==> src/pvd_pkg.sv <==
// Constants, offsets and types for the DMA register and window decode block
`default_nettype none
package pvd_pkg;
    // Register offsets on the byte-wide control and status port
    localparam logic [4:0] OFS_CMD = 5'h10;
    localparam logic [4:0] OFS_LOCAL_REM = 5'h11;
    localparam logic [4:0] OFS_PKT_LO = 5'h12;
    localparam logic [4:0] OFS_PKT_HI = 5'h13;
    localparam logic [4:0] OFS_PCI_B0 = 5'h14;
    localparam logic [4:0] OFS_PCI_B1 = 5'h15;
    localparam logic [4:0] OFS_PCI_B2 = 5'h16;
    localparam logic [4:0] OFS_REMOTE_REM = 5'h18;
    localparam logic [4:0] OFS_VME_B2 = 5'h1A;
    localparam logic [4:0] OFS_VME_B3 = 5'h1B;
    localparam logic [4:0] OFS_VME_B0 = 5'h1C;
    localparam logic [4:0] OFS_VME_B1 = 5'h1D;
    localparam logic [4:0] OFS_SLAVE = 5'h1E;
    // Command register fields
    localparam int CMD_START = 7;
    localparam int CMD_TARGET = 6;
    localparam int CMD_LONG = 4;
    localparam int CMD_ACTIVE = 0;
    // Slave status fields
    localparam int SLV_CLEAR = 7;
    localparam int SLV_TIMEOUT = 0;
    localparam int SLV_BUS_ERR = 1;
    // Beat sizes in bytes
    localparam logic [2:0] STEP_WORD = 3'h2;
    localparam logic [2:0] STEP_LONG = 3'h4;
    // Window and CONTROL_STATUS_REGISTERS space decode
    localparam logic [1:0] SPACE_A16 = 2'h0;
    localparam logic [1:0] SPACE_A24 = 2'h1;
    localparam logic [1:0] SPACE_A32 = 2'h2;
    localparam int WIN_EN_A24 = 0;
    localparam int WIN_EN_A32 = 1;
    localparam int CSR_OFS_BITS = 5;
    localparam int CSR_REMOTE_BIT = 3;
    localparam logic [4:0] RAM_BITS_MIN = 5'h0F;
    localparam logic [4:0] RAM_BITS_MAX = 5'h17;
    // Transfer time limit
    localparam int DMA_TIMEOUT_MS = 16;
    localparam int CLOCK_KHZ = 200000;
    localparam int TIMEOUT_CYCLES = DMA_TIMEOUT_MS * CLOCK_KHZ;
    localparam int TMO_BITS = 22;
    // Buffer
    localparam logic [1:0] BUF_DEPTH = 2'h2;
    localparam int JMP_BITS = 11 + 66 + 66 + 5;
    typedef enum logic [0:0] {PVD_IDLE, PVD_RUN} pvd_state_t;
    typedef struct packed {
        logic [31:0] data;
        logic [31:0] vme;
        logic [23:0] pci;
    } pvd_entry_t;
endpackage
`default_nettype wire

==> src/pvd_dma_window.sv <==
// DMA address and count engine with VME window and CONTROL_STATUS_REGISTERS decode
`timescale 1ns/1ps
`default_nettype none
// Operation
// - packet count is byte count over 256
// - packet count counts down, reads show remaining
// - 24-bit PCI address: offset plus map index
// - PCI address steps two or four per beat
// - VME address loads, steps four or two
// - shared RAM uses only low address bits
// - slave status write bit7 clears errors
// - decode 32 CONTROL_STATUS_REGISTERS bytes in A16
// - half of CSRs local, half over cable
// - four groups of eight CSRs
// - PCI memory window forwards over cable
// - windows enable A32, A24 uses low bits
// - shared RAM window routes to RAM
// - remainder holds byte count modulo 256
// - target select picks shared RAM or VME
// - width select picks longword or word beats
// - abort past 16 ms, flag timeout
module pvd_dma_window
#(
    parameter int TMO_CYCLES = pvd_pkg::TIMEOUT_CYCLES
)
(
    // Clock and reset
    input wire logic clock,
    input wire logic reset,
    // Register port
    input wire logic [4:0] reg_addr,
    input wire logic reg_wr,
    input wire logic reg_rd,
    input wire logic [7:0] reg_wdata,
    output logic [7:0] reg_rdata,
    output logic reg_rvalid,
    // Jumper pins
    input wire logic [10:0] csr_base_jumpers,
    input wire logic [31:0] pci_memory_window_lo,
    input wire logic [31:0] pci_memory_window_hi,
    input wire logic [1:0] pci_memory_window_en,
    input wire logic [31:0] shared_ram_window_lo,
    input wire logic [31:0] shared_ram_window_hi,
    input wire logic [1:0] shared_ram_window_en,
    input wire logic [4:0] shared_ram_addr_bits,
    // VME access decode
    input wire logic vme_valid,
    input wire logic [31:0] vme_addr,
    input wire logic [1:0] vme_space,
    output logic hit_csr_local,
    output logic hit_csr_remote,
    output logic hit_pci_memory,
    output logic hit_shared_ram,
    // DMA data in
    input wire logic dma_in_valid,
    output logic dma_in_ready,
    input wire logic [31:0] dma_in_data,
    // DMA data out
    output logic dma_out_valid,
    input wire logic dma_out_ready,
    output logic [31:0] dma_out_data,
    output logic [31:0] dma_out_vme_addr,
    output logic [11:0] dma_out_pci_offset,
    output logic [11:0] dma_out_map_index,
    // Status
    input wire logic bus_error_event,
    output logic dma_active,
    output logic dma_to_shared_ram,
    output logic dma_longword
);
    import pvd_pkg::*;

    typedef struct packed {
        pvd_state_t state;
        logic target;
        logic longword;
        logic [15:0] pkt;
        logic [7:0] local_rem;
        logic [7:0] rem;
        logic [23:0] pci;
        logic [31:0] vme;
        logic [7:0] slave;
        logic [TMO_BITS-1:0] tmo;
        logic [1:0][$bits(pvd_entry_t)-1:0] buffer;
        logic [1:0] count;
        logic wr_ptr;
        logic rd_ptr;
        logic [7:0] rdata;
        logic rvalid;
        logic [JMP_BITS-1:0] jmp_meta;
        logic [JMP_BITS-1:0] jmp;
        logic [3:0] hits;
    } pvd_regs_t;

    pvd_regs_t cur_ff;
    pvd_regs_t nxt_cur;

    // Byte step of one beat
    function automatic logic [2:0] pvd_step(input logic longword);
        pvd_step = longword ? STEP_LONG : STEP_WORD;
    endfunction

    // Window compare; A24 uses only the low 24 bits of the jumpers
    function automatic logic pvd_in_window(input logic [31:0] addr, input logic [1:0] space,
                                           input logic [31:0] lo, input logic [31:0] hi,
                                           input logic [1:0] en);
        pvd_in_window = 1'b0;
        if (space == SPACE_A32 && en[WIN_EN_A32])
        begin
            pvd_in_window = (addr >= lo) && (addr < hi);
        end
        else if (space == SPACE_A24 && en[WIN_EN_A24])
        begin
            pvd_in_window = (addr[23:0] >= lo[23:0]) && (addr[23:0] < hi[23:0]);
        end
    endfunction

    // Address mask for the installed shared RAM size, clamped to the legal range
    function automatic logic [31:0] pvd_ram_mask(input logic [4:0] bits);
        logic [4:0] b;
        b = bits;
        if (b < RAM_BITS_MIN)
        begin
            b = RAM_BITS_MIN;
        end
        if (b > RAM_BITS_MAX)
        begin
            b = RAM_BITS_MAX;
        end
        pvd_ram_mask = (32'h1 << b) - 32'h1;
    endfunction

    // Synchronised jumper fields
    logic [10:0] j_csr;
    logic [31:0] j_pci_lo;
    logic [31:0] j_pci_hi;
    logic [1:0] j_pci_en;
    logic [31:0] j_ram_lo;
    logic [31:0] j_ram_hi;
    logic [1:0] j_ram_en;
    logic [4:0] j_ram_bits;
    assign {j_csr, j_pci_lo, j_pci_hi, j_pci_en, j_ram_lo, j_ram_hi, j_ram_en, j_ram_bits} = cur_ff.jmp;

    // Handshakes and beat bookkeeping
    logic push;
    logic pop;
    logic [23:0] total;
    logic [23:0] total_after;
    logic [2:0] step;
    logic [31:0] eff_vme;
    pvd_entry_t head;
    assign dma_in_ready = (cur_ff.state == PVD_RUN) && (cur_ff.count != BUF_DEPTH);
    assign dma_out_valid = (cur_ff.count != 2'h0);
    assign push = dma_in_valid && dma_in_ready;
    assign pop = dma_out_valid && dma_out_ready;
    assign step = pvd_step(cur_ff.longword);
    assign total = {cur_ff.pkt, cur_ff.rem};
    assign total_after = total - {21'h0, step};
    // Shared RAM sees only the low counter bits
    assign eff_vme = cur_ff.target ? (cur_ff.vme & pvd_ram_mask(j_ram_bits)) : cur_ff.vme;
    assign head = cur_ff.buffer[cur_ff.rd_ptr];

    // Next state
    always_comb
    begin
        logic [4:0] ofs;
        logic csr_hit;
        nxt_cur = cur_ff;
        ofs = vme_addr[4:0];
        csr_hit = 1'b0;
        nxt_cur.jmp_meta = {csr_base_jumpers, pci_memory_window_lo, pci_memory_window_hi,
                            pci_memory_window_en, shared_ram_window_lo, shared_ram_window_hi,
                            shared_ram_window_en, shared_ram_addr_bits};
        nxt_cur.jmp = cur_ff.jmp_meta;
        nxt_cur.rvalid = 1'b0;

        // VME decode; shared RAM wins where windows overlap
        csr_hit = vme_valid && (vme_space == SPACE_A16) && (vme_addr[15:CSR_OFS_BITS] == j_csr);
        nxt_cur.hits[0] = csr_hit && !ofs[CSR_REMOTE_BIT];
        nxt_cur.hits[1] = csr_hit && ofs[CSR_REMOTE_BIT];
        nxt_cur.hits[3] = vme_valid && pvd_in_window(vme_addr, vme_space, j_ram_lo, j_ram_hi, j_ram_en);
        nxt_cur.hits[2] = vme_valid && !nxt_cur.hits[3]
                          && pvd_in_window(vme_addr, vme_space, j_pci_lo, j_pci_hi, j_pci_en);

        // Two-entry buffer
        if (push)
        begin
            nxt_cur.buffer[cur_ff.wr_ptr] = {dma_in_data, eff_vme, cur_ff.pci};
            nxt_cur.wr_ptr = !cur_ff.wr_ptr;
        end
        if (pop)
        begin
            nxt_cur.rd_ptr = !cur_ff.rd_ptr;
        end
        nxt_cur.count = cur_ff.count + {1'b0, push} - {1'b0, pop};

        // Engine
        if (cur_ff.state == PVD_RUN)
        begin
            nxt_cur.tmo = cur_ff.tmo + 1'b1;
            if (push)
            begin
                nxt_cur.pkt = total_after[23:8];
                nxt_cur.rem = total_after[7:0];
                nxt_cur.pci = cur_ff.pci + {21'h0, step};
                nxt_cur.vme = cur_ff.vme + {29'h0, step};
                if (total_after == 24'h0)
                begin
                    nxt_cur.state = PVD_IDLE;
                end
            end
            if (cur_ff.tmo == TMO_BITS'(TMO_CYCLES - 1))
            begin
                nxt_cur.state = PVD_IDLE;
            end
        end

        // Register writes; DMA setup is frozen while a transfer runs
        if (reg_wr)
        begin
            if (cur_ff.state == PVD_IDLE)
            begin
                case (reg_addr)
                    OFS_CMD:
                    begin
                        nxt_cur.target = reg_wdata[CMD_TARGET];
                        nxt_cur.longword = reg_wdata[CMD_LONG];
                        if (reg_wdata[CMD_START] && total != 24'h0)
                        begin
                            nxt_cur.state = PVD_RUN;
                            nxt_cur.tmo = '0;
                        end
                    end
                    OFS_LOCAL_REM: nxt_cur.local_rem = reg_wdata;
                    OFS_PKT_LO: nxt_cur.pkt[7:0] = reg_wdata;
                    OFS_PKT_HI: nxt_cur.pkt[15:8] = reg_wdata;
                    OFS_PCI_B0: nxt_cur.pci[7:0] = reg_wdata;
                    OFS_PCI_B1: nxt_cur.pci[15:8] = reg_wdata;
                    OFS_PCI_B2: nxt_cur.pci[23:16] = reg_wdata;
                    OFS_REMOTE_REM: nxt_cur.rem = reg_wdata;
                    OFS_VME_B0: nxt_cur.vme[7:0] = reg_wdata;
                    OFS_VME_B1: nxt_cur.vme[15:8] = reg_wdata;
                    OFS_VME_B2: nxt_cur.vme[23:16] = reg_wdata;
                    OFS_VME_B3: nxt_cur.vme[31:24] = reg_wdata;
                    default: ;
                endcase
            end
            if (reg_addr == OFS_SLAVE && reg_wdata[SLV_CLEAR])
            begin
                nxt_cur.slave = 8'h00;
            end
        end

        // Error events land after the clear so a coincident event survives
        if (cur_ff.state == PVD_RUN && cur_ff.tmo == TMO_BITS'(TMO_CYCLES - 1))
        begin
            nxt_cur.slave[SLV_TIMEOUT] = 1'b1;
        end
        if (bus_error_event)
        begin
            nxt_cur.slave[SLV_BUS_ERR] = 1'b1;
        end

        // Register reads; counters are live so progress can be polled
        if (reg_rd)
        begin
            nxt_cur.rvalid = 1'b1;
            case (reg_addr)
                OFS_CMD: nxt_cur.rdata = {cur_ff.state == PVD_RUN, cur_ff.target, 1'b0, cur_ff.longword,
                                          3'h0, cur_ff.state == PVD_RUN};
                OFS_LOCAL_REM: nxt_cur.rdata = cur_ff.local_rem;
                OFS_PKT_LO: nxt_cur.rdata = cur_ff.pkt[7:0];
                OFS_PKT_HI: nxt_cur.rdata = cur_ff.pkt[15:8];
                OFS_PCI_B0: nxt_cur.rdata = cur_ff.pci[7:0];
                OFS_PCI_B1: nxt_cur.rdata = cur_ff.pci[15:8];
                OFS_PCI_B2: nxt_cur.rdata = cur_ff.pci[23:16];
                OFS_REMOTE_REM: nxt_cur.rdata = cur_ff.rem;
                OFS_VME_B0: nxt_cur.rdata = cur_ff.vme[7:0];
                OFS_VME_B1: nxt_cur.rdata = cur_ff.vme[15:8];
                OFS_VME_B2: nxt_cur.rdata = cur_ff.vme[23:16];
                OFS_VME_B3: nxt_cur.rdata = cur_ff.vme[31:24];
                OFS_SLAVE: nxt_cur.rdata = cur_ff.slave;
                default: nxt_cur.rdata = 8'h00;
            endcase
        end
    end

    // State register
    always_ff @(posedge clock)
    begin
        if (reset)
        begin
            cur_ff <= '0;
        end
        else
        begin
            cur_ff <= nxt_cur;
        end
    end

    // Outputs
    assign reg_rdata = cur_ff.rdata;
    assign reg_rvalid = cur_ff.rvalid;
    assign {hit_shared_ram, hit_pci_memory, hit_csr_remote, hit_csr_local} = cur_ff.hits;
    assign dma_out_data = head.data;
    assign dma_out_vme_addr = head.vme;
    assign dma_out_pci_offset = head.pci[11:0];
    assign dma_out_map_index = head.pci[23:12];
    assign dma_active = (cur_ff.state == PVD_RUN);
    assign dma_to_shared_ram = cur_ff.target;
    assign dma_longword = cur_ff.longword;

    // Checks
    a_start_runs: assert property (@(posedge clock) disable iff (reset)
        (reg_wr && reg_addr == OFS_CMD && reg_wdata[CMD_START] && !dma_active && total != 24'h0)
        |=> dma_active)
        else $error("start with nonzero count did not run");
    a_pci_step: assert property (@(posedge clock) disable iff (reset)
        (push && !reg_wr) |=> cur_ff.pci == $past(cur_ff.pci) + {21'h0, $past(step)})
        else $error("pci address did not step by beat size");
    a_vme_step: assert property (@(posedge clock) disable iff (reset)
        (push && !reg_wr) |=> cur_ff.vme == $past(cur_ff.vme) + {29'h0, $past(step)})
        else $error("vme address did not step by beat size");
    a_count_down: assert property (@(posedge clock) disable iff (reset)
        push |=> {cur_ff.pkt, cur_ff.rem} == $past(total) - {21'h0, $past(step)})
        else $error("byte count did not drop by beat size");
    a_done_zero: assert property (@(posedge clock) disable iff (reset)
        $fell(dma_active) && !$past(cur_ff.tmo == TMO_BITS'(TMO_CYCLES - 1)) |-> total == 24'h0)
        else $error("transfer ended with count left");
    a_timeout_abort: assert property (@(posedge clock) disable iff (reset)
        (dma_active && cur_ff.tmo == TMO_BITS'(TMO_CYCLES - 1))
        |=> !dma_active && cur_ff.slave[SLV_TIMEOUT])
        else $error("timeout did not abort and flag");
    a_slave_clear: assert property (@(posedge clock) disable iff (reset)
        (reg_wr && reg_addr == OFS_SLAVE && reg_wdata[SLV_CLEAR] && !bus_error_event && !dma_active)
        |=> cur_ff.slave == 8'h00)
        else $error("slave status not cleared");
    a_csr_split: assert property (@(posedge clock) disable iff (reset)
        !(hit_csr_local && hit_csr_remote) && !(hit_shared_ram && hit_pci_memory)
        && (!(hit_csr_local || hit_csr_remote) || $past(vme_space) == SPACE_A16))
        else $error("decode hit two targets");
    a_ram_mask: assert property (@(posedge clock) disable iff (reset)
        (push && cur_ff.target) |=> (cur_ff.buffer[$past(cur_ff.wr_ptr)][55:24]
        & ~pvd_ram_mask(j_ram_bits)) == 32'h0)
        else $error("shared ram address has upper bits");
    a_no_overflow: assert property (@(posedge clock) disable iff (reset)
        cur_ff.count <= BUF_DEPTH)
        else $error("buffer overflow");
endmodule // pvd_dma_window
`default_nettype wire

==> config.mk <==
export PLATFORM = sky130hd
export DESIGN_NAME = pvd_dma_window
export DESIGN_NICKNAME = d
export VERILOG_FILES = /design/src/pvd_pkg.sv /design/src/pvd_dma_window.sv
export SDC_FILE = /design/constraint.sdc
export NUM_CORES = 1
export LEC_CHECK = 0
export BUFFER_PORTS_ARGS = -buffer_cell sky130_fd_sc_hd__buf_2
export CORE_ASPECT_RATIO = 0.75
export CORE_MARGIN = 1.5
export CORE_UTILIZATION = 52
export CTS_CLUSTER_DIAMETER = 100
export DETAILED_ROUTE_END_ITERATION = 8
export GPL_TIMING_DRIVEN = 0
export PLACE_DENSITY = 0.82
export SLEW_MARGIN = 15
export SYNTH_ARGS = -nofsm -noshare
export SYNTH_HDL_FRONTEND = slang
export SYNTH_SLANG_ARGS = --single-unit
==> constraint.sdc <==
create_clock -name clock -period 2.84 [get_ports clock]
set_input_delay 0.284 -clock clock [delete_from_list [all_inputs] [get_ports clock]]
set_output_delay 0.284 -clock clock [all_outputs]
set_load 0.1 [all_outputs]
# Word-level counts from Yosys, hierarchy flattened

Index checks and enable logic that the tools add are counted.

$add $sub $neg: 7
Magnitude comparators: 13
Equal/unequal tests: 18
Shifts and indexed selects: 1
Muxes and demuxes: 45
Bitwise gates (word level): 2
Reductions and logical operators: 38

Operators with widths:

| operator              | count |
|---|---|
| $mux 88               | 3 |
| $bwmux 176            | 1 |
| $mux 64               | 2 |
| $mux 121              | 1 |
| $pmux 8 s13           | 1 |
| $mux 91               | 1 |
| $demux 88 s1          | 1 |
| $mux 22               | 4 |
| $mux 8                | 11 |
| $eq 5x5->1 const B    | 13 |
| $ge 32x32->1          | 2 |
| $lt 32x32->1          | 2 |
| $ge 24x24->1          | 2 |
| $lt 24x24->1          | 2 |
| $add 32x3->32         | 1 |
| $and 32x32->32        | 1 |
| $mux 16               | 2 |
| $mux 32               | 1 |
| $shl 1x5->32 const A  | 1 |
| $sub 32x1->32 const B | 1 |
| $add 24x3->24         | 1 |
| $logic_not 24->1      | 1 |
| $reduce_bool 24->1    | 1 |
| $sub 24x3->24         | 1 |
| 23 further kinds      | 67 |

Register bits after elaboration: 604
Input bits: 235
Output and inout bits: 106
Word-level logic and storage cells: 145

# Depth between registers and ports, before layout

Gate-level depths: netlist of run 1.

Depth after elaboration: 12
Mapped depth: 12
Mapped depth without buffers: 10

# Worst setup path before layout of run 1

Ideal clock, no wire load.

Path kind: register to register
Start: register cur_ff, in the netlist dma_longword
End: register cur_ff[544] (netlist bit)
Library setup time: 0.091 ns
Data arrival time: 3.322 ns
Required time: 2.749 ns
Path slack: -0.573 ns
Stages on the path, launching flop included: 10
Buffers on the path: 1
Clock period less this slack: 3.413 ns
Cells stage by stage: dfxtp_1 inv_1 fa_1 nand4b_1 nor4_4 and3_1 buf_6 nand2_2 or3_1 a311oi_1

Word-level cells in the longest chain between the ends: 7

RTL lines:

| item                   | line                  | source |
|---|---|---|
| start, declared        | pvd_dma_window.sv:95  | `pvd_regs_t cur_ff;` |
| start signal, assigned | pvd_dma_window.sv:297 | `cur_ff <= nxt_cur;` |
| $mux 3 *               | pvd_dma_window.sv:100 | `pvd_step = longword ? STEP_LONG : STEP_WORD;` |
| $add 32x3->32 *        | pvd_dma_window.sv:206 | `nxt_cur.vme = cur_ff.vme + {29'h0, step};` |
| $mux 64 *              | pvd_dma_window.sv:201 | `if (push)` |
| $mux 64 *              | pvd_dma_window.sv:198 | `if (cur_ff.state == PVD_RUN)` |
| $mux 8                 | pvd_dma_window.sv:223 | `case (reg_addr)` |
| $mux 91                | pvd_dma_window.sv:221 | `if (cur_ff.state == PVD_IDLE)` |
| $mux 121 *             | pvd_dma_window.sv:219 | `if (reg_wr)` |

Every way passes the cells marked *; elsewhere a longest branch is shown, timed or not. The select of a mux whose other input is x is not followed.
A chain may end at the register's enable or synchronous reset.

# Worst setup path in the final report of run 1

Start: register cur_ff[86] (netlist bit)
End: register cur_ff, in the netlist hit_pci_memory

Word-level cells in the longest chain between the ends: 5
Elaborated cells between the ends (all ways): 7
Those cells by class: order compare: 2; mux: 2; reduce/logical: 3

RTL lines:

| item                | line                  | source |
|---|---|---|
| $lt 24x24->1        | pvd_dma_window.sv:114 | `pvd_in_window = (addr[23:0] >= lo[23:0]) && (addr[23:0] < hi[23:0]);` |
| $logic_and 1x1->1   | pvd_dma_window.sv:114 |  |
| $mux 1              | pvd_dma_window.sv:112 | `else if (space == SPACE_A24 && en[WIN_EN_A24])` |
| $mux 1 *            | pvd_dma_window.sv:108 | `if (space == SPACE_A32 && en[WIN_EN_A32])` |
| $logic_and 1x1->1 * | pvd_dma_window.sv:183 | `&& pvd_in_window(vme_addr, vme_space, j_pci_lo, j_pci_hi, j_pci_en);` |

Every way passes the cells marked *; elsewhere a longest branch is shown, timed or not.

==> results of run 1 <==
per-stage QoR:
| stage | setup TNS [ns] | setup WS (ns) |
|---|---|---|
| after floorplan | 0 | 0.0239 |
| after global placement | -15.96 | -0.435 |
| after detailed placement | -14.80 | -0.452 |
| after CTS | 0 | 0.00151 |
| after global routing | -0.123 | -0.0741 |
| final | 0 | 0.0484 |
cells in the final DEF, fill, tap and decap left out, types with 37 or more instances in the layout:
cell / netlist / layout
a211oi_1: 79 / 78
a21oi_1: 156 / 155
a22o_1: 84 / 84
buf_2: 9 / 350
clkbuf_1: 138 / 138
clkbuf_16: 0 / 57
dfxtp_1: 604 / 601
dlygate4sd3_1: 0 / 189
ha_1: 136 / 135
inv_1: 147 / 146
mux2_2: 89 / 89
nand2_1: 259 / 259
nand3_1: 67 / 67
nand4_1: 42 / 42
nor2_1: 165 / 165
nor2b_1: 302 / 302
o21ai_0: 43 / 43
xnor2_1: 37 / 37
xor2_1: 69 / 69
sequential cells by signal, summed over array words and instances (netlist names):
signal / cells
hit_csr_remote: 1
hit_csr_local: 1
dma_longword: 1
reg_rvalid: 1
cur_ff: 588
dma_to_shared_ram: 1
reg_rdata: 8
dma_active: 1
hit_pci_memory: 1
hit_shared_ram: 1
cell type report:
class / instances / area share [%]
diodes: 13 / 0.103
plain buffers: 165 / 2.19
clock buffers: 75 / 4.96
clock inverters: 27 / 1.07
inverters: 148 / 1.76
multi-input cells: 1776 / 37.9
flip-flops and latches: 604 / 38.1
well taps: 639 / 2.52
repair buffers: 528 / 11.4
kinds of logic (layout without fill, tap and decap cells):
kind of cell    Yosys count  in the layout
compound gates          475            475
xor+xnor                106            106
fa+ha+maj               139            139
buf+inv                 316            943
flops                   604            604
mux                      89             89
other cells               1             15
simple gates            965            965
report_power, final:
part | internal [uW] | total (uW) | switching, uW
sequential | 8690 | 8780 | 97.3
clock | 4470 | 7920 | 3450
combinational | 687 | 1590 | 906
total | 13800 | 18300 | 4450
routing by layer:
metal | GRT usage (%) | routed length [um] | up-vias
li1 | - | - | 10400
met1 | 44.5 | 34900 | 10700
met2 | 48.6 | 35400 | 1355
met3 | 7.14 | 8980 | 331
met4 | 15.5 | 4350 | 2
met5 | 0 | 15 | -
worst paths after layout:
path	from	end	cells past startpoint
min	reg_wdata[2]	cur_ff[577]	3
max	cur_ff[86]	hit_pci_memory	9
max reg2reg	cur_ff[86]	hit_pci_memory	9
min reg2reg	cur_ff[261]	cur_ff[113]	1
what timing repair did:
item                                   in CTS  in global routing
setup endpoints to repair                 133                 96
resized for setup                          16                 15
buffers inserted                            2                  1
endpoints found under the hold margin     223                  0
pin swaps                                   1                  3
hold buffers                              189                  0
critical path: cells and delay by family, from the launching register on:
family                   cells  cell delay (ns)
AND/OR/NAND/NOR              1             0.14
flip-flops                   1             0.31
adder cells (fa/ha/maj)      1             0.28
AO/OA/AOI/OAI                6             1.94
buffers and inverters        1             0.04
==> run_results.csv, run 1 <==
group,metric,value,unit
worst_setup_path,arrival,3.31,ns
synthesis,synth-main-ff-cell,"dfxtp_1",
cells_and_area,nFillCells,3606,
synthesis,yosysMostFrequentCell,"dfxtp_1",
route,routed_via_density,5.74,
sta,min_period_over_period,98.3,%
sta,setup_viol,0,
synthesis,synth_xor_area_share,3.67,%
cells_and_area,syn_to_final_growth,25.4,%
pwr,power.density,577,nW/um^2
worst_setup_path,slowest_delay,0.87,ns
grt,grt_pass1_vias,22100,
worst_setup_path,crit_path_end_kind,"flop",
sta,max_freq,358,MHz
die,start_util,53.1,%
sta,final_max_slew_viol_count,0,
synthesis,synth-seq-area-share,47.8,%
synthesis,synth_seq_cells,604,
sta,finalHoldViolCount,0,
worst_setup_path,r2r_slack,0.05,ns
grt,grt_start_max_net_pins,17,
synthesis,synth_edf_count,0,
cells_and_area,finalInstanceArea,31700,um^2
die,die_area,50000,um^2
clocking,clock_sinks,604,
synthesis,synth.avg_cell_area,9.39,um^2
route,drcViolationCount,0,
grt,antenna_found_initial,12,
pwr,vdd_drop_max,0.000475,V
die,core-area,47700,um^2
cells_and_area,fin_nets,3654,
worst_setup_path,crit_slowest_cell,"a221oi_1",
pwr,total_power,18300,uW
die,die_width,258,um
cells_and_area,area.sequential,12100,um^2
pwr,p_leak,0.0128,uW
cells_and_area,multi_input_area,12000,um^2
die,row_count,69,
cells_and_area,utilization,66.6,%
placement,gp_congestion,0.984,
placement,portBuffers,336,
synthesis,synthDistinctLibCells,80,
route,wl,83600,um
worst_setup_path,worstSetupPathType,"reg -> reg",
cells_and_area,layoutNonFillerInstCount,3975,
synthesis,synth_compound_area_share,12.7,%
job,maxCapViolations,0,
sta,rsz0062_at_grt,"true",
cells_and_area,drive_above_1_share,17.9,%
sta,tightest_slew,1.18,ns
synthesis,synth_top_family_by_area,"simple AND/OR/NAND/NOR gates",
clocking,cts_buffers,57,
synthesis,synth_top_area_share,47.8,%
synthesis,yosys_warnings,0,
synthesis,synth.cell_area,25300,um^2
worst_setup_path,crit_chain,"inv_1 -> ha_1 -> a21oi_1 -> o21ai_0 -> a221oi_1 -> nand2_1 -> o2bb2ai_1 -> o221ai_1 -> a21boi_0",
clocking,clkTransAtPathRegs,0.07,ns
sta,min_period,2.79,ns
placement,dp_hpwl,55600,um
synthesis,yosys.area.top_type,"dfxtp_1",
synthesis,synth_adder_area_share,6.96,%
placement,placed_area,27800,um^2
status,status,"complete, no violations",
grt,grtUsageTotal,32.5,%
worst_setup_path,path_max_fanout,2,
grt,grt_pass1_wl,126000,um
sta,skew,0.0242,ns
placement,dpl.cell_count,3671,
clocking,root_buffer,"clkbuf_16",
sta,hold-worst-slack,0.0479,ns
sta,relSlewSlack,20.4,%
grt,grt-ovfl-total,0,
die,die_y,194,um
hold_path,hold_class,"in -> reg",
synthesis,synthArstFlopShare,0,%
die,pin_count,341,
synthesis,netlist_instances,2695,
route,avgRoutedWirePerCell,21.0,um
synthesis,ys_top_cells_by_count,"604 x dfxtp_1, 302 x nor2b_1, 259 x nand2_1",
route,drtAntennaViolNets,0,
clocking,cts_max_level,2,
synthesis,synthMuxAreaShare,3.96,%
clocking,clock_path_buffers,3,
worst_setup_path,crit_required,3.36,ns
route,firstDrtPassIters,6,
route,drtIter0Drc,2605,
clocking,cts_tree,"built",
synthesis,synth_area_leaders,"dfxtp_1 48%, nor2b_1 7.5%, ha_1 6.7%, mux2_2 4.0%, nand2_1 3.8%",
clocking,clock_latency,0.62,ns
route,via_count,22800,
worst_setup_path,startpoint_type,"flop",
synthesis,synthSimpleGateAreaFrac,20.0,%
Note: power is estimated with default switching activity, not from simulation.
==> run 2, diff against run 1 <==
CORE_UTILIZATION = 62   (was 52)
PLACE_DENSITY = 0.91   (was 0.82)
clock period = 3.4 ns   (was 2.84 ns; I/O delays follow)
==> run_results.csv, run 2 (synthesis results as in run 1) <==
group,metric,value,unit
pwr,p_int,11400,uW
route,drcViolationCount,0,
hold_path,hold_class,"in -> reg",
cells_and_area,mostFrequentLayoutCells,"603 x dfxtp_1, 345 x buf_2, 302 x nor2b_1",
cells_and_area,syn_to_final_growth,23.1,%
die,die_area,42000,um^2
pwr,power.density,485,nW/um^2
sta,rsz0062_at_grt,"false",
clocking,clock_path_buffers,3,
die,die_width,236,um
worst_setup_path,arrival,2.98,ns
grt,grtUsageMet3,10.7,%
placement,gp_congestion,0.995,
worst_setup_path,r2r_cells,8,
route,firstDrtPassIters,8,
worst_setup_path,startpoint_type,"flop",
grt,grt_pass1_wl,135000,um
grt,grt-ovfl-total,0,
clocking,clock_sinks,604,
clocking,root_buffer,"clkbuf_16",
route,via_count,23700,
clocking,post_cts_buffers,0,
die,core-area,39900,um^2
pwr,p_leak,0.0126,uW
grt,grtUsageTotal,42.2,%
clocking,clock_latency,0.61,ns
cells_and_area,drive_above_1_share,17.2,%
cells_and_area,top_register,"cur_ff",
pwr,combPwrFrac,9.0,%
cells_and_area,final_common_cell,"dfxtp_1",
die,row_count,63,
grt,grt_pass1_vias,23700,
placement,dp_hpwl,58600,um
route,wl,91400,um
cells_and_area,fin_nets,3625,
status,violations,"negative hold slack",
status,status,"finished with violations",
die,pin_count,341,
worst_setup_path,r2r_slack,0.09,ns
clocking,clkTransAtPathRegs,0.07,ns
clocking,cts_buffers,55,
sta,max_freq,301,MHz
pwr,p_switching,3720,uW
pwr,p_sw_share,24.6,%
worst_setup_path,crit_required,3.06,ns
placement,placed_area,27600,um^2
die,start_util,63.4,%
grt,grt_start_max_net_pins,16,
sta,final_max_slew_viol_count,0,
pwr,power_frac_seq,48.6,%
sta,finalHoldViolCount,2,
sta,min_period_over_period,97.6,%
clocking,cts_tree,"built",
die,die_y,178,um
route,routed_via_density,6.18,
worst_setup_path,crit_start,"cur_ff[309]",
placement,portBuffers,336,
route,drtIter0Drc,3089,
sta,skew,0.0274,ns
worst_setup_path,crit_path_end,"dma_out_data[18]",
worst_setup_path,crit_path_end_kind,"output port",
sta,relSlewSlack,15.5,%
worst_setup_path,regToRegEndpoint,"cur_ff[419]",
grt,top_usage_layer,"met2",
cells_and_area,largest_reg_flops,588,
job,maxCapViolations,0,
pwr,clock_power_share,42.5,%
clocking,cts_max_level,2,
sta,tightest_slew,1.26,ns
sta,min_period,3.32,ns
grt,grtUsageMet1,52.5,%
route,drtAntennaViolNets,0,
sta,hold-worst-slack,-0.00633,ns
worst_setup_path,rr_startpoint,"cur_ff[311]",
sta,setup-tns-final,0,ns
cells_and_area,finalInstanceArea,31100,um^2
worst_setup_path,worstSetupPathType,"reg -> out",
route,avgRoutedWirePerCell,23.9,um
grt,use_met2,67.3,%
worst_setup_path,path_max_fanout,10,
grt,antenna_found_initial,13,
sta,setup_viol,0,
pwr,vdd_drop_max,0.000429,V
-- run 2: layer usage --
layer	up-vias	share of wire [%]
met4	4	6.2
met3	473	12
met1	11200	38
met2	1661	44
met5	-	0.036
li1	10300	-
-- run 2: what timing repair did --
item | CTS | global route
endpoints found under the setup margin | 10 | 46
hold buffers | 161 | 1
resized for setup | 1 | 6
endpoints found under the hold margin | 185 | 1
pin swaps | 0 | 0
-- run 2: worst min path at each step --
| stage | startpoint | endpoint | slack [ns] | cells past startpoint |
|---|---|---|---|---|
| floorplan | vme_addr[3] | hit_csr_local | 0.41 | 1 |
| global placement | cur_ff[280] | cur_ff[132] | 0.42 | 1 |
| detailed placement | cur_ff[225] | cur_ff[77] | 0.42 | 1 |
| CTS | dma_in_data[15] | cur_ff[472] | 0.001 | 2 |
| global route | csr_base_jumpers[1] | cur_ff[290] | -0.0008 | 2 |
| finish | shared_ram_window_hi[26] | cur_ff[185] | -0.006 | 2 |
-- run 2: area by class of cell --
type	instances	area [um^2]
Timing Repair Buffer	498	3300
Sequential cell	604	12100
Buffer	168	686
Fill cell	2435	8750
Clock buffer	83	1610
Inverter	148	559
Tap cell	520	651
Clock inverter	16	210
Antenna cell	13	32.5
Multi-Input combinational cell	1776	12000
-- run 2: per-stage QoR --
step                utilization, %  total power, uW  hold WS [ns]  worst slack [ns]  cells
floorplan                        -             8090         0.412             0.429   2696
global placement              69.3             8510         0.417             0.109   3552
detailed placement            69.3             8570         0.423            0.0412   3552
CTS                           77.9            14900       0.00114           0.00816   3812
global route                  78.0            15500     -0.000755            0.0141   3821
finish                        78.1            15100      -0.00633            0.0821   3826
-- run 2: power by group through the flow --
stage                     logic (uW)  clock network (uW)  registers (uW)
after global placement          1030                   0            7480
after CTS                       1260                6300            7330
after detailed placement        1090                   0            7480
after global routing            1430                6670            7350
final                           1350                6420            7340
after floorplan                  629                   0            7460
-- run 2: critical path, stage by stage (launching register included) --
cell,delay (ns)
dfxtp_1,0.32
clkbuf_1,0.34
clkbuf_2,0.41
buf_1,0.55
mux2_2,0.31
buf_2,0.43
==> run 3, diff against run 2 <==
BUFFER_PORTS_ARGS = default   (was -buffer_cell sky130_fd_sc_hd__buf_2)
CELL_PAD_IN_SITES_DETAIL_PLACEMENT = 2   (was default)
CELL_PAD_IN_SITES_GLOBAL_PLACEMENT = 2   (was default)
CORE_MARGIN = 2   (was 1.5)
CORE_UTILIZATION = 42   (was 62)
DONT_BUFFER_PORTS = 1   (was default)
PLACE_DENSITY = 0.89   (was 0.91)
==> run_results.csv, run 3 (synthesis results as in run 1) <==
group,metric,value,unit
route,drtAntennaViolNets,0,
die,start_util,42.7,%
hold_path,hold_class,"in -> reg",
placement,dpl.cell_count,3486,
cells_and_area,largest_reg_flops,588,
cells_and_area,layoutNonFillerInstCount,3807,
cells_and_area,final_common_cell,"dfxtp_1",
worst_setup_path,rr_startpoint,"cur_ff[32]",
worst_setup_path,path_max_fanout,2,
route,avgRoutedWirePerCell,34.2,um
grt,grt_start_max_net_pins,17,
route,firstDrtPassIters,5,
worst_setup_path,crit_required,3.86,ns
clocking,clock_sinks,604,
sta,min_period,3.46,ns
worst_setup_path,arrival,3.92,ns
sta,rsz0062_at_grt,"true",
cells_and_area,syn_to_final_growth,20.5,%
status,status,"finished with violations",
die,die_width,287,um
cells_and_area,utilization,51.4,%
die,core-area,59300,um^2
cells_and_area,top_register,"cur_ff",
sta,relSlewSlack,20.2,%
sta,final_max_slew_viol_count,0,
die,die_area,62200,um^2
sta,max_freq,289,MHz
sta,min_period_over_period,102,%
cells_and_area,fin_nets,3333,
clocking,root_buffer,"clkbuf_16",
worst_setup_path,startpoint_type,"flop",
die,row_count,77,
route,drtIter0Drc,2218,
clocking,clkTransAtPathRegs,0.07,ns
placement,gp_congestion,0.920,
grt,grt_pass1_wl,186000,um
cells_and_area,mostFrequentLayoutCells,"602 x dfxtp_1, 302 x nor2b_1, 259 x nand2_1",
status,violations,"negative setup slack",
pwr,clock_power_share,46.6,%
clocking,cts_tree,"built",
placement,dp_hpwl,75000,um
clocking,clock_latency,0.66,ns
pwr,p_int,12000,uW
die,die_y,217,um
worst_setup_path,r2r_slack,-0.06,ns
worst_setup_path,regToRegEndpoint,"hit_pci_memory",
grt,antenna_found_initial,12,
sta,fin_ws,-0.0637,ns
clocking,clock_path_buffers,3,
hold_path,min_to,"hit_shared_ram",
route,drcViolationCount,0,
pwr,p_leak,0.0114,uW
grt,grt_pass1_vias,26300,
sta,tightest_slew,1.19,ns
sta,skew,0.0400,ns
clocking,cts_buffers,61,
cells_and_area,drive_above_1_share,8.62,%
clocking,cts_max_level,2,
route,wl,130000,um
hold_path,min_path_cells,2,
placement,portBuffers,0,
sta,setup_viol,1,
route,routed_via_density,6.19,
hold_path,hp-start,"vme_valid",
grt,grt-ovfl-total,0,
worst_setup_path,worstSetupPathType,"reg -> reg",
grt,grtUsageTotal,40.7,%
sta,finalHoldViolCount,0,
pwr,power.density,536,nW/um^2
die,pin_count,341,
worst_setup_path,r2r_cells,9,
pwr,combPwrFrac,8.3,%
job,maxCapViolations,0,
pwr,vdd_drop_max,0.000502,V
pwr,power_frac_seq,45.1,%
worst_setup_path,crit_path_end_kind,"flop",
pwr,p_sw_share,26.7,%
pwr,p_switching,4370,uW
route,via_count,23600,
## run 3: cell count changes in the layout (fill, tap and decap cells not counted), sizes merged
cell / delta
buf: -332
dlygate4sd3: +33
clkinvlp: -1
clkinv: +3
diode: -1
inv: +1
clkbuf: +4
bufinv: +4
## run 3: area by class of cell
class / count / area [um^2]
well taps: 790 / 988
clock inverters: 23 / 350
clock buffers: 86 / 1760
inverters: 148 / 559
fillers: 6143 / 28800
repair buffers: 202 / 2000
flip-flops and latches: 604 / 12100
plain buffers: 166 / 689
diodes: 12 / 30.0
multi-input cells: 1776 / 12000
## run 3: critical path, stage by stage (launching register included)
cell	delay, ns
dfxtp_1	0.35
inv_1	0.05
ha_1	0.30
a21o_1	0.17
a21o_1	0.20
a21oi_1	0.24
o21ai_0	0.46
a211oi_1	0.98
o32ai_1	0.26
a21boi_0	0.25
## run 3: through the flow
step / area (um^2) / setup TNS (ns) / power, uW / setup slack, ns / hold slack (ns)
2_1_floorplan: 25300 / 0 / 8090 / 0.429 / 0.412
3_3_place_gp: 26300 / -46.29 / 8370 / -0.707 / 0.416
3_5_place_dp: 26300 / -9.35 / 8480 / -0.428 / 0.418
4_1_cts: 30400 / 0 / 15900 / 0.0221 / 0.0104
5_1_grt: 30500 / -0.638 / 16600 / -0.0778 / 0.111
6_report: 30500 / -0.0637 / 16300 / -0.0637 / 0.0795
## run 3: worst max path at each step
stage | slack, ns | to | depth (start not counted) | startpoint
3_3_place_gp | -0.71 | cur_ff[312] | 11 | dma_active
4_1_cts | 0.02 | cur_ff[348] | 10 | cur_ff[311]
5_1_grt | -0.08 | cur_ff[574] | 8 | dma_longword
2_1_floorplan | 0.43 | cur_ff[544] | 9 | dma_longword
3_5_place_dp | -0.43 | cur_ff[312] | 12 | cur_ff[311]
6_report | -0.06 | hit_pci_memory | 9 | cur_ff[32]
## run 3: what timing repair did
item / in CTS / in global routing
endpoints found under the hold margin: 227 / 0
pin swaps: 0 / 1
buffers inserted: 0 / 7
gates resized for setup: 5 / 17
hold buffers: 195 / 0
endpoints found under the setup margin: 72 / 126
## run 3: power by group through the flow
stage | logic, uW | clock network, uW | registers, uW
5_1_grt | 1410 | 7850 | 7380
6_report | 1350 | 7620 | 7380
2_1_floorplan | 629 | 0 | 7460
3_3_place_gp | 878 | 0 | 7490
3_5_place_dp | 977 | 0 | 7510
4_1_cts | 1220 | 7380 | 7350
## run 3: per-layer routing
layer	GRT usage, %	part of all wire (%)
met1	47.4	38
met2	67.2	47
met3	9.20	7.9
met4	27.0	7.6
met5	0	0.055
